File: config.mk
export PLATFORM = sky130hd
export DESIGN_NAME = swt_top
export DESIGN_NICKNAME = d
export VERILOG_FILES = /design/src/rtl/swt_pkg.sv /design/src/rtl/swt_fbdiv.sv /design/src/rtl/swt_bcd_digit.sv /design/src/rtl/swt_top.sv
export SDC_FILE = /design/constraint.sdc
export NUM_CORES = 1
export LEC_CHECK = 0
export BUFFER_PORTS_ARGS = -buffer_cell sky130_fd_sc_hd__buf_2
export CAP_MARGIN = 40
export CORE_MARGIN = 5
export CORE_UTILIZATION = 55
export CTS_CLUSTER_DIAMETER = 150
export DETAILED_ROUTE_END_ITERATION = 7
export PLACE_DENSITY = 0.83
export SETUP_SLACK_MARGIN = 0.5
export SLEW_MARGIN = 20
export SYNTH_ARGS = -nofsm -noshare
export SYNTH_HDL_FRONTEND = slang
export SYNTH_HIERARCHICAL = 1
export SYNTH_SLANG_ARGS = --single-unit
File: constraint.sdc
create_clock -name clk_i -period 4 [get_ports clk_i]
set_input_delay 0.6 -clock clk_i [delete_from_list [all_inputs] [get_ports clk_i]]
set_output_delay 0.6 -clock clk_i [all_outputs]
set_load 0.01 [all_outputs]
File: src/rtl/swt_pkg.sv
// Purpose: Shared constants and types of the stopwatch timer
// Assumes: 8-bit register port at the printed byte offsets
// Notes:   Each figure appears here once; logic uses the names
package swt_pkg;

	// Clocks
	localparam int unsigned CLK_HZ = 50_000_000;
	localparam int unsigned OP_HZ  = 256;
	// Core clock edges per operating tick, for reference only
	localparam int unsigned OP_TICK_CYCLES = CLK_HZ / OP_HZ;

	// Register port widths
	localparam int unsigned ADDR_W = 16;
	localparam int unsigned DATA_W = 8;

	// Register offsets
	localparam logic [15:0] OFF_CONTROL    = 16'h5020;
	localparam logic [15:0] OFF_READOUT    = 16'h5021;
	localparam logic [15:0] OFF_ENABLE     = 16'h5022;
	localparam logic [15:0] OFF_FLAGS      = 16'h5023;
	localparam logic [15:0] OFF_FLAG_CLEAR = 16'h5024;

	// Field positions
	localparam int unsigned CTL_RUN_BIT    = 0;
	localparam int unsigned CTL_CLEAR_BIT  = 4;
	localparam int unsigned CAUSE_HUNDRED  = 0;
	localparam int unsigned CAUSE_TEN      = 1;
	localparam int unsigned CAUSE_ONE      = 2;
	localparam int unsigned NUM_CAUSES     = 3;
	localparam int unsigned READOUT_TENTHS = 4;

	// Reset and idle values
	localparam logic [7:0] BYTE_ZERO  = 8'h00;
	localparam logic [2:0] CAUSE_ZERO = 3'h0;

	// BCD digit
	localparam int unsigned DIGIT_W    = 4;
	localparam logic [3:0]  DIGIT_ZERO = 4'h0;
	localparam logic [3:0]  DIGIT_MAX  = 4'h9;

	// Feedback divider: steps of 2 or 3 operating ticks
	localparam int unsigned DIV_W     = 2;
	localparam logic [1:0]  DIV_ZERO  = 2'h0;
	localparam logic [1:0]  DIV_SHORT = 2'h2;
	localparam logic [1:0]  DIV_LONG  = 2'h3;
	// Tenths holding 26 ticks: six of ten, the rest hold 25
	localparam logic [9:0]  LONG_TENTHS = 10'h2B5;

	typedef enum logic [0:0] {
		ST_STOPPED = 1'b0,
		ST_RUNNING = 1'b1
	} swt_run_state_t;

endpackage

File: src/rtl/swt_fbdiv.sv
// Purpose: Feedback divider giving the approximate 100 Hz step
// Assumes: step_i is one core cycle per counted operating tick
// Notes:   long_i picks a 3-tick step, otherwise 2 ticks
`timescale 1ns/1ps
module swt_fbdiv
	import swt_pkg::*;
(
	// Clock and reset
	input  wire logic clk_i,
	input  wire logic rst_i,
	// Control
	input  wire logic clr_i,
	input  wire logic step_i,
	input  wire logic long_i,
	// Step out
	output logic      done_o
);

	logic [DIV_W-1:0] cnt_reg;
	logic [DIV_W-1:0] cnt_next;
	logic [DIV_W-1:0] len;
	logic [DIV_W-1:0] cnt_inc;

	assign len      = long_i ? DIV_LONG : DIV_SHORT;
	assign cnt_inc  = cnt_reg + 2'h1;
	assign done_o   = step_i && !clr_i && (cnt_inc == len);
	assign cnt_next = (clr_i || done_o) ? DIV_ZERO :
		(step_i ? cnt_inc : cnt_reg);

	always_ff @(posedge clk_i or posedge rst_i) begin
		if (rst_i) begin
			cnt_reg <= DIV_ZERO;
		end else begin
			cnt_reg <= cnt_next;
		end
	end

endmodule // swt_fbdiv

File: src/rtl/swt_bcd_digit.sv
// Purpose: One BCD digit counting 0 to 9 with carry
// Assumes: clr_i has priority over inc_i
// Notes:   carry_o is combinational, high with the 9 to 0 step
`timescale 1ns/1ps
module swt_bcd_digit
	import swt_pkg::*;
(
	// Clock and reset
	input  wire logic               clk_i,
	input  wire logic               rst_i,
	// Control
	input  wire logic               clr_i,
	input  wire logic               inc_i,
	// Digit out
	output logic [DIGIT_W-1:0]      value_o,
	output logic                    carry_o
);

	logic [DIGIT_W-1:0] digit_reg;
	logic [DIGIT_W-1:0] digit_next;

	assign carry_o    = inc_i && !clr_i && (digit_reg == DIGIT_MAX);
	assign digit_next = (clr_i || carry_o) ? DIGIT_ZERO :
		(inc_i ? digit_reg + 4'h1 : digit_reg);
	assign value_o    = digit_reg;

	always_ff @(posedge clk_i or posedge rst_i) begin
		if (rst_i) begin
			digit_reg <= DIGIT_ZERO;
		end else begin
			digit_reg <= digit_next;
		end
	end

endmodule // swt_bcd_digit

File: src/rtl/swt_top.sv
// Purpose: Hundredths-of-a-second stopwatch timer with interrupts
// Assumes: op_clk_i is the 256 Hz level, synchronous to clk_i
// Notes:   Counting happens on falling edges of op_clk_i
//          Flag clear alias sits one byte above the flags
`timescale 1ns/1ps
module swt_top
	import swt_pkg::*;
(
	// Clock and reset
	input  wire logic              clk_i,
	input  wire logic              rst_i,
	// Operating clock level
	input  wire logic              op_clk_i,
	// Register port
	input  wire logic [ADDR_W-1:0] addr_i,
	input  wire logic [DATA_W-1:0] wdata_i,
	input  wire logic              wr_i,
	input  wire logic              rd_i,
	output logic      [DATA_W-1:0] rdata_o,
	// Interrupt request
	output logic                   irq_o,
	// Counter status
	output logic                   running_o
);

	////////////////////////////////////////////////////////////////////
	// Declarations

	// Stored state and the nets that feed it
	logic                  op_prev_reg;
	logic                  op_fall;
	swt_run_state_t        state_reg;
	swt_run_state_t        state_next;
	logic                  run_reg;
	logic                  run_next;
	logic [NUM_CAUSES-1:0] enable_reg;
	logic [NUM_CAUSES-1:0] enable_next;
	logic [NUM_CAUSES-1:0] flag_reg;
	logic [NUM_CAUSES-1:0] flag_next;
	logic [NUM_CAUSES-1:0] flag_set;
	logic [NUM_CAUSES-1:0] flag_clr;
	logic [DATA_W-1:0]     rdata_reg;
	logic [DATA_W-1:0]     rdata_next;

	// Combinational nets
	logic                  hit_control;
	logic                  hit_readout;
	logic                  hit_enable;
	logic                  hit_flags;
	logic                  hit_flag_clear;
	logic                  wr_control;
	logic                  wr_enable;
	logic                  clr_write;
	logic                  clear_cmd;
	logic                  count_tick;
	logic                  long_step;
	logic                  hund_step;
	logic                  hund_carry;
	logic                  tenth_carry;
	logic                  run_seen;
	logic [DIGIT_W-1:0]    hund_digit;
	logic [DIGIT_W-1:0]    tenth_digit;
	logic [DATA_W-1:0]     control_view;
	logic [DATA_W-1:0]     readout_view;
	logic [DATA_W-1:0]     enable_view;
	logic [DATA_W-1:0]     flags_view;
	logic [DATA_W-1:0]     read_mux;

	////////////////////////////////////////////////////////////////////
	// Helpers

	// Pad a cause vector into a byte; upper bits read zero
	function automatic logic [DATA_W-1:0] cause_byte(
		input logic [NUM_CAUSES-1:0] v
	);
		cause_byte = {{(DATA_W-NUM_CAUSES){1'b0}}, v};
	endfunction

	// Address match for the register port
	function automatic logic addr_hit(
		input logic [ADDR_W-1:0] a,
		input logic [ADDR_W-1:0] off
	);
		addr_hit = (a == off);
	endfunction

	////////////////////////////////////////////////////////////////////
	// Address decode

	assign hit_control    = addr_hit(addr_i, OFF_CONTROL);
	assign hit_readout    = addr_hit(addr_i, OFF_READOUT);
	assign hit_enable     = addr_hit(addr_i, OFF_ENABLE);
	assign hit_flags      = addr_hit(addr_i, OFF_FLAGS);
	assign hit_flag_clear = addr_hit(addr_i, OFF_FLAG_CLEAR);

	assign wr_control = wr_i && hit_control;
	assign wr_enable  = wr_i && hit_enable;
	assign clr_write  = wr_i && (hit_flags || hit_flag_clear);

	// Clear is a strobe only; nothing stores it
	assign clear_cmd = wr_control && wdata_i[CTL_CLEAR_BIT];

	////////////////////////////////////////////////////////////////////
	// Operating clock edge and run state

	// Input is synchronous already, so one stage finds the edge
	// Trade-off: one core cycle of latency on every operating edge
	assign op_fall = op_prev_reg && !op_clk_i;

	assign run_next = wr_control ? wdata_i[CTL_RUN_BIT] : run_reg;

	// Run and stop only switch on an operating falling edge
	always_comb begin
		state_next = state_reg;
		if (op_fall) begin
			case (state_reg)
				ST_STOPPED: begin
					if (run_reg) begin
						state_next = ST_RUNNING;
					end
				end
				ST_RUNNING: begin
					if (!run_reg) begin
						state_next = ST_STOPPED;
					end
				end
				default: begin
					state_next = ST_STOPPED;
				end
			endcase
		end
	end

	// Old state gates the tick, so a stop still counts the "+1"
	assign count_tick = op_fall && (state_reg == ST_RUNNING);

	// Run bit reads 1 until counting has really halted
	assign run_seen  = run_reg || (state_reg == ST_RUNNING);
	assign running_o = (state_reg == ST_RUNNING);

	////////////////////////////////////////////////////////////////////
	// Counting chain

	// Odd hundredths take 3 ticks; digit 0 does too in long tenths.
	// That gives 25 or 26 ticks a tenth, 4 short to 6 long.
	assign long_step = hund_digit[0] ||
		((hund_digit == DIGIT_ZERO) && LONG_TENTHS[tenth_digit]);

	// Clear outranks the tick in the same cycle, then counting goes on
	// Limitation: a tick falling with the clear write is dropped
	swt_fbdiv u_div (
		.clk_i  (clk_i),
		.rst_i  (rst_i),
		.clr_i  (clear_cmd),
		.step_i (count_tick),
		.long_i (long_step),
		.done_o (hund_step)
	);

	swt_bcd_digit u_hund (
		.clk_i   (clk_i),
		.rst_i   (rst_i),
		.clr_i   (clear_cmd),
		.inc_i   (hund_step),
		.value_o (hund_digit),
		.carry_o (hund_carry)
	);

	swt_bcd_digit u_tenth (
		.clk_i   (clk_i),
		.rst_i   (rst_i),
		.clr_i   (clear_cmd),
		.inc_i   (hund_carry),
		.value_o (tenth_digit),
		.carry_o (tenth_carry)
	);

	////////////////////////////////////////////////////////////////////
	// Interrupt flags

	// Each step marks the falling edge of its rate signal
	always_comb begin
		flag_set = CAUSE_ZERO;
		flag_set[CAUSE_HUNDRED] = hund_step;
		flag_set[CAUSE_TEN]     = hund_carry;
		flag_set[CAUSE_ONE]     = tenth_carry;
	end

	assign flag_clr = clr_write ? wdata_i[NUM_CAUSES-1:0] : CAUSE_ZERO;

	// Set is applied last so a coinciding event is never lost
	assign flag_next = (flag_reg & ~flag_clr) | flag_set;

	// Enables only gate the line; they never touch the flags
	assign enable_next = wr_enable ? wdata_i[NUM_CAUSES-1:0] : enable_reg;

	// Flags set regardless; only enabled ones reach the line
	assign irq_o = |(flag_reg & enable_reg);

	////////////////////////////////////////////////////////////////////
	// Read path

	always_comb begin
		control_view = BYTE_ZERO;
		control_view[CTL_RUN_BIT] = run_seen;
	end

	// Readout is not latched; software pairs two reads to catch a ripple
	assign readout_view = {tenth_digit, hund_digit};
	assign enable_view  = cause_byte(enable_reg);
	assign flags_view   = cause_byte(flag_reg);

	// Clear register is write-only; unmapped addresses read zero
	assign read_mux =
		hit_control ? control_view :
		hit_readout ? readout_view :
		hit_enable  ? enable_view  :
		hit_flags   ? flags_view   : BYTE_ZERO;

	// Data stands only in the cycle after the read strobe
	assign rdata_next = rd_i ? read_mux : BYTE_ZERO;
	assign rdata_o    = rdata_reg;

	////////////////////////////////////////////////////////////////////
	// Registers

	// Low after reset, matching the idle level, so no false edge
	always_ff @(posedge clk_i or posedge rst_i) begin
		if (rst_i) begin
			op_prev_reg <= 1'b0;
		end else begin
			op_prev_reg <= op_clk_i;
		end
	end

	// Run state
	always_ff @(posedge clk_i or posedge rst_i) begin
		if (rst_i) begin
			state_reg <= ST_STOPPED;
		end else begin
			state_reg <= state_next;
		end
	end

	// Software run bit
	always_ff @(posedge clk_i or posedge rst_i) begin
		if (rst_i) begin
			run_reg <= 1'b0;
		end else begin
			run_reg <= run_next;
		end
	end

	// Enable mask
	always_ff @(posedge clk_i or posedge rst_i) begin
		if (rst_i) begin
			enable_reg <= CAUSE_ZERO;
		end else begin
			enable_reg <= enable_next;
		end
	end

	// Sticky flags
	always_ff @(posedge clk_i or posedge rst_i) begin
		if (rst_i) begin
			flag_reg <= CAUSE_ZERO;
		end else begin
			flag_reg <= flag_next;
		end
	end

	// Read data, zero outside the answer cycle
	always_ff @(posedge clk_i or posedge rst_i) begin
		if (rst_i) begin
			rdata_reg <= BYTE_ZERO;
		end else begin
			rdata_reg <= rdata_next;
		end
	end

endmodule // swt_top

# Yosys cells after proc, flatten, opt, wreduce, memory -nomap -nowiden
# Memories as Yosys holds them, arrays and structs flattened.
# Index checks and enable logic that the tools add are counted.
dict set report word_totals {
  out_inout_bits 10
  latch_bits 0
  mem_bits_ro 16
  ram_bits 0
  memories 1
  word_cells 67
  input_bits 29
  ff_bits 27
}
# memory depth width rd rd_ports_with_merged_regs write_ports line_no
set memory_table {}
lappend memory_table {{(name not given)} 16 1 1 0 0 swt_top.sv:147} ;# ((hund_digit == DIGIT_ZERO) && LONG_TENTHS[tenth_digit]);
dict set report op_classes {
  shifts 0
  mul 0
  div_mod_pow 0
  reduce_logical 26
  n_mux 15
  n_eq_ne 8
  order_cmp 1
  n_addsub 3
  n_bitwise 4
}
# op count
set ops {}
lappend ops {{$eq 16x15->1 const B} 5}
lappend ops {{$mux 8} 3}
lappend ops {{$mux 4} 4}
lappend ops {{$logic_and 1x1->1} 13}
lappend ops {{$mux 3} 3}
lappend ops {{$add 4x1->4 const B} 2}
lappend ops {{$eq 4x4->1 const B} 2}
lappend ops {{$and 3x3->3} 2}
lappend ops {{$logic_or 1x1->1} 6}
lappend ops {{$reduce_bool 2->1} 3}
lappend ops {{$lt 4x5->1 const B} 1}
lappend ops {{$logic_not 4->1} 1}
lappend ops {{$mux 2} 2}
lappend ops {{$mux 1} 3}
lappend ops {{$not 3->3} 1}
lappend ops {{$or 3x3->3} 1}
lappend ops {{$reduce_or 3->1} 1}
lappend ops {{$add 2x1->2 const B} 1}
lappend ops {{$eq 2x2->1} 1}
lappend ops {{$logic_not 1->1} 2}

# Depth between registers and ports, before layout
dict set report logic_depth {
  ltp_word 13
  mapped_depth 12
  depth_no_buf 12
}

# Cells and area by module
# The synthesis kept the hierarchy.
# module instances area_each_um2 cells_per_inst
set modules_own_cells {}
lappend modules_own_cells {swt_top 1 870.8 76}
lappend modules_own_cells {swt_bcd_digit 2 219.0 21}
lappend modules_own_cells {swt_fbdiv 1 122.6 14}

# Worst setup path after synthesis
# Ideal clock, no wire load.
dict set report synth_path {
  path_kind {input -> register}
  from {input port addr_i[4]}
  to {register u_tenth.digit_reg[1] (netlist: u_tenth/value_o[1])}
  path_stages 10
  path_buffers 0
  path_slack_ps 992
  arrival_ps 2914
  cell_sequence {or4b_4 -> or4_4 -> nor2_2 -> and2_1 -> and3b_1 -> nand4b_2 -> nor2_1 -> nand4b_2 -> nand2b_2 -> a211oi_1}
}
dict set report synth_via {
  elab_chain_cells 12
  word_cells_on_any_way 13
  classes_between {1 x eq/ne; 1 x mux; 11 x reduce/logical}
}
# item line_no
set synth_lines {}
lappend synth_lines {{start: declaration} swt_top.sv:15} ;# input wire logic [ADDR_W-1:0] addr_i,
lappend synth_lines {{$eq 16x15->1 (*)} swt_top.sv:84} ;# addr_hit = (a == off);
lappend synth_lines {{$logic_and 1x1->1 (*)} swt_top.sv:96} ;# assign wr_control = wr_i && hit_control;
lappend synth_lines {{$logic_and 1x1->1 (*)} swt_top.sv:101} ;# assign clear_cmd = wr_control && wdata_i[CTL_CLEAR_BIT];
lappend synth_lines {{named net clear_cmd} swt_top.sv:54} ;# logic clear_cmd;
lappend synth_lines {{$logic_not 1->1 (*)} swt_fbdiv.sv:26} ;# assign done_o = step_i && !clr_i && (cnt_inc == len);
lappend synth_lines {{$logic_and 1x1->1 (*) (2 in series)} swt_fbdiv.sv:26}
lappend synth_lines {{named net hund_step} swt_top.sv:57} ;# logic hund_step;
lappend synth_lines {{$logic_and 1x1->1 (*) (2 in series)} swt_bcd_digit.sv:22} ;# assign carry_o = inc_i && !clr_i && (digit_reg == DIGIT_MAX);
lappend synth_lines {{named net hund_carry} swt_top.sv:58} ;# logic hund_carry;
lappend synth_lines {{$logic_and 1x1->1 (2 in series)} swt_bcd_digit.sv:22}
lappend synth_lines {{$logic_or 1x1->1} swt_bcd_digit.sv:23} ;# assign digit_next = (clr_i || carry_o) ? DIGIT_ZERO :
lappend synth_lines {{$mux 4 / $reduce_bool 2->1 (equally long branches)} -}
lappend synth_lines {{end signal: assignment} swt_bcd_digit.sv:31} ;# digit_reg <= digit_next;
lappend synth_lines {{end: declaration} swt_bcd_digit.sv:19} ;# logic [DIGIT_W-1:0] digit_reg;
# The timed path passes the listed nets; every way through them passes the cells marked *.
# A chain may end at the register's enable or synchronous reset.

# Worst setup path after layout
# Ends and elaborated chain as after synthesis.

==> run summary <==
Min-Delay Path Class: in2async
Initial antenna violation count: 0
Max incr delay on CP: 0.58 ns
CTS Buf Count: 3
Worst flop-to-flop path startpoint: u_tenth/value_o[0]$_DFFE_PP0P_
Largest net degree at the start of global routing: 18
Most numerous cell on the critical path: nand4b_2
Met3 usage in global routing: 2.73%
Synthesized net count: 165
Crit-path cells: buf_2 -> or4b_4 -> or4_4 -> nor2_2 -> and2_1 -> and3b_1 -> nand4b_2 -> nor2_1 -> nand4b_2 -> nand2b_2 -> a211oi_1
Gp weighted congestion: 0.768
DPL Wire Length: 2480 um
DRC viols: 0
Max FFs per register: 8
Ports: 39
Mapped Cells: 132
Via count: 1117
Worst endpoint required time: 4.24 ns
Initial DRC Count: 58
Final setup violating endpoints: 0
Synth-to-Final Area Change: 16.3%
Postcts setup bufs: 0
Top FF cell, synth: dfrtp_1
Die X: 61.0 um
Total area of multi-input combinational cells: 718 um^2
Grt total ovfl: 0
EDFF count, synth: 0
Place WS: 0.573 ns
Busiest grt layer: met2
Vias in the first global route: 1153
Pleak: 0.916 nW
CTS tree: yes
Die Y: 61.0 um
Measured slew at the worst slew-check pin: 0.642 ns
Nets: 203
Drt first pass iters: 4
Async set-reset flop share out of synthesis: 100%
Total negative slack: 0 ns
Status: finished clean
Global-route wire length before repair: 5000 um
Most common cell after layout, fill and taps aside: buf_2
Met1 Usage GRT: 22.3%
Root buffer cell: clkbuf_4
CP startpoint kind: input pin
Clk_skew: 0.0103 ns
Final period util: 77.5%
Core area: 2480 um^2
Skew-Pair Late Insertion Delay: 0.32 ns
Final Hold Fails: 0
Critical path arrival: 3.34 ns
Rows: 18
Ys Warns: 6
Syn avg cell area: 10.8 um^2
Crit. End Element: register
Via density: 5.61
Filler cell count: 193
Worst-case reg-to-reg path depth: 12
Ant diodes: 0
Post-synth cell types: 41
Max stage delay cell, worst path: or4_4
Hold_ws: 0.125 ns
Crit path kind: in2reg
Clock buffer depth: 2
Max capacitance violation total: 0
Placed Cells: 195
Storage cell area: 676 um^2
Post-route setup slack: 0.899 ns
Power Density: 253 nW/um^2
Post-Syn Area: 1430 um^2
Unrepaired setup endpoints after global routing: no
Antenna Violating Nets Remaining: 0
Hold_buf cts: 0
Reg2reg setup slack: 1.03 ns
Non-Filler Instances: 199
Commonest cells after routing, fill and taps aside: 34 x buf_2, 27 x dfrtp_1, 13 x nor2_1
DIE AREA: 3720 um^2
Final Max Slew Viols: 0
GRT Overall Usage: 18.1%
PostCTS Resize Cnt: 0
Routed WL per cell: 15.2 um
Clock transition at path regs: 0.15 ns
Layout cells sized above 1: 30.8%
Initial core utilization: 57.8%
Drt total wl: 3020 um
Max VDD drop: 0.216 mV
GR Layer Usage met2: 33.0%
CP Max Fanout: 7
Port buffer count: 34
Tmin final: 3.10 ns
Sequential area share after synthesis: 47.2%
FMAX: 322 MHz
Reg2reg end: flag_reg[2]$_DFF_PP0_
#FFs+latches synth: 27
CTS HTree Levels: 1
Max-slew headroom: 57.2%
CTS sink cnt: 27
## worst max-delay path by stage
| stage | from | to | slack [ns] | cells after the start |
|---|---|---|---|---|
| floorplan | addr_i[4] | u_tenth/value_o[1]$_DFFE_PP0P_ | 0.99 | 10 |
| global placement | addr_i[4] | u_tenth/value_o[1]$_DFFE_PP0P_ | 0.66 | 11 |
| detailed placement | addr_i[4] | u_tenth/value_o[1]$_DFFE_PP0P_ | 0.57 | 11 |
| CTS | addr_i[4] | u_tenth/value_o[1]$_DFFE_PP0P_ | 0.92 | 11 |
| global route | u_tenth/value_o[0]$_DFFE_PP0P_ | u_tenth/value_o[1]$_DFFE_PP0P_ | 0.75 | 12 |
| finish | addr_i[4] | u_tenth/value_o[1]$_DFFE_PP0P_ | 0.90 | 11 |
## per-layer routing
| layer | vias up | wire (um) |
|---|---|---|
| li1 | 549 | - |
| met3 | 2 | 137 |
| met1 | 539 | 1300 |
| met5 | - | 0 |
| met4 | 0 | 13 |
| met2 | 27 | 1570 |
## power breakdown
part           internal [W]  switching, W   total, W  leakage [nW]
Combinational     0.0000131     0.0000164  0.0000295         0.527
Sequential         0.000274   0.000000225   0.000274         0.375
Clock             0.0000382     0.0000793   0.000117        0.0139
## kinds of logic (layout without fill, tap and decap cells)
| family | Yosys count | count (layout) | share of synthesized area (%) |
|---|---|---|---|
| xor gates and xnor gates | 6 | 6 | 3.67 |
| and+or+nand+nor | 58 | 58 | 28.1 |
| DFF | 27 | 27 | 47.2 |
| adders and majority gates | 4 | 4 | 3.50 |
| AOI/OAI and AO/OA | 19 | 19 | 8.57 |
| buffers and inverters | 10 | 47 | 2.62 |
| muxes | 8 | 8 | 6.29 |
## through the flow
stage,utilization [%],power (W),area (um^2)
floorplan,-,0.000292,1430
finish,67.2,0.000421,1670
detailed placement,66.0,0.000309,1640
global route,67.2,0.000441,1670
global placement,66.0,0.000307,1640
CTS,67.2,0.000425,1670
## cell type report
type / instances / area share (%)
Timing Repair Buffer: 34 / 10.2
Tap cell: 30 / 2.25
Clock inverter: 1 / 0.451
Clock buffer: 3 / 1.35
Sequential cell: 27 / 40.6
Inverter: 9 / 2.03
Multi-Input combinational cell: 95 / 43.1
## critical path, delay by kind of cell
kind	cells	cell delay, ns
compound gates	1	0.23
simple gates	9	2.42
buf+inv	1	0.10
## Yosys cell counts (all sizes together) (3+ instances only)
cell,instances,area (um^2)
a21o,3,22.5
a21oi,4,20.0
and2,6,37.5
dfrtp,27,676
ha,4,50.1
inv,9,33.8
mux2,8,90.1
nand2,7,26.3
nand2b,6,42.5
nand4,5,31.3
nand4b,3,38.8
nor2,14,55.1
nor4,4,46.3
o21ai,5,25.0
or4b,3,37.5
xor2,4,35.0
(Power assumes the default switching activity.)
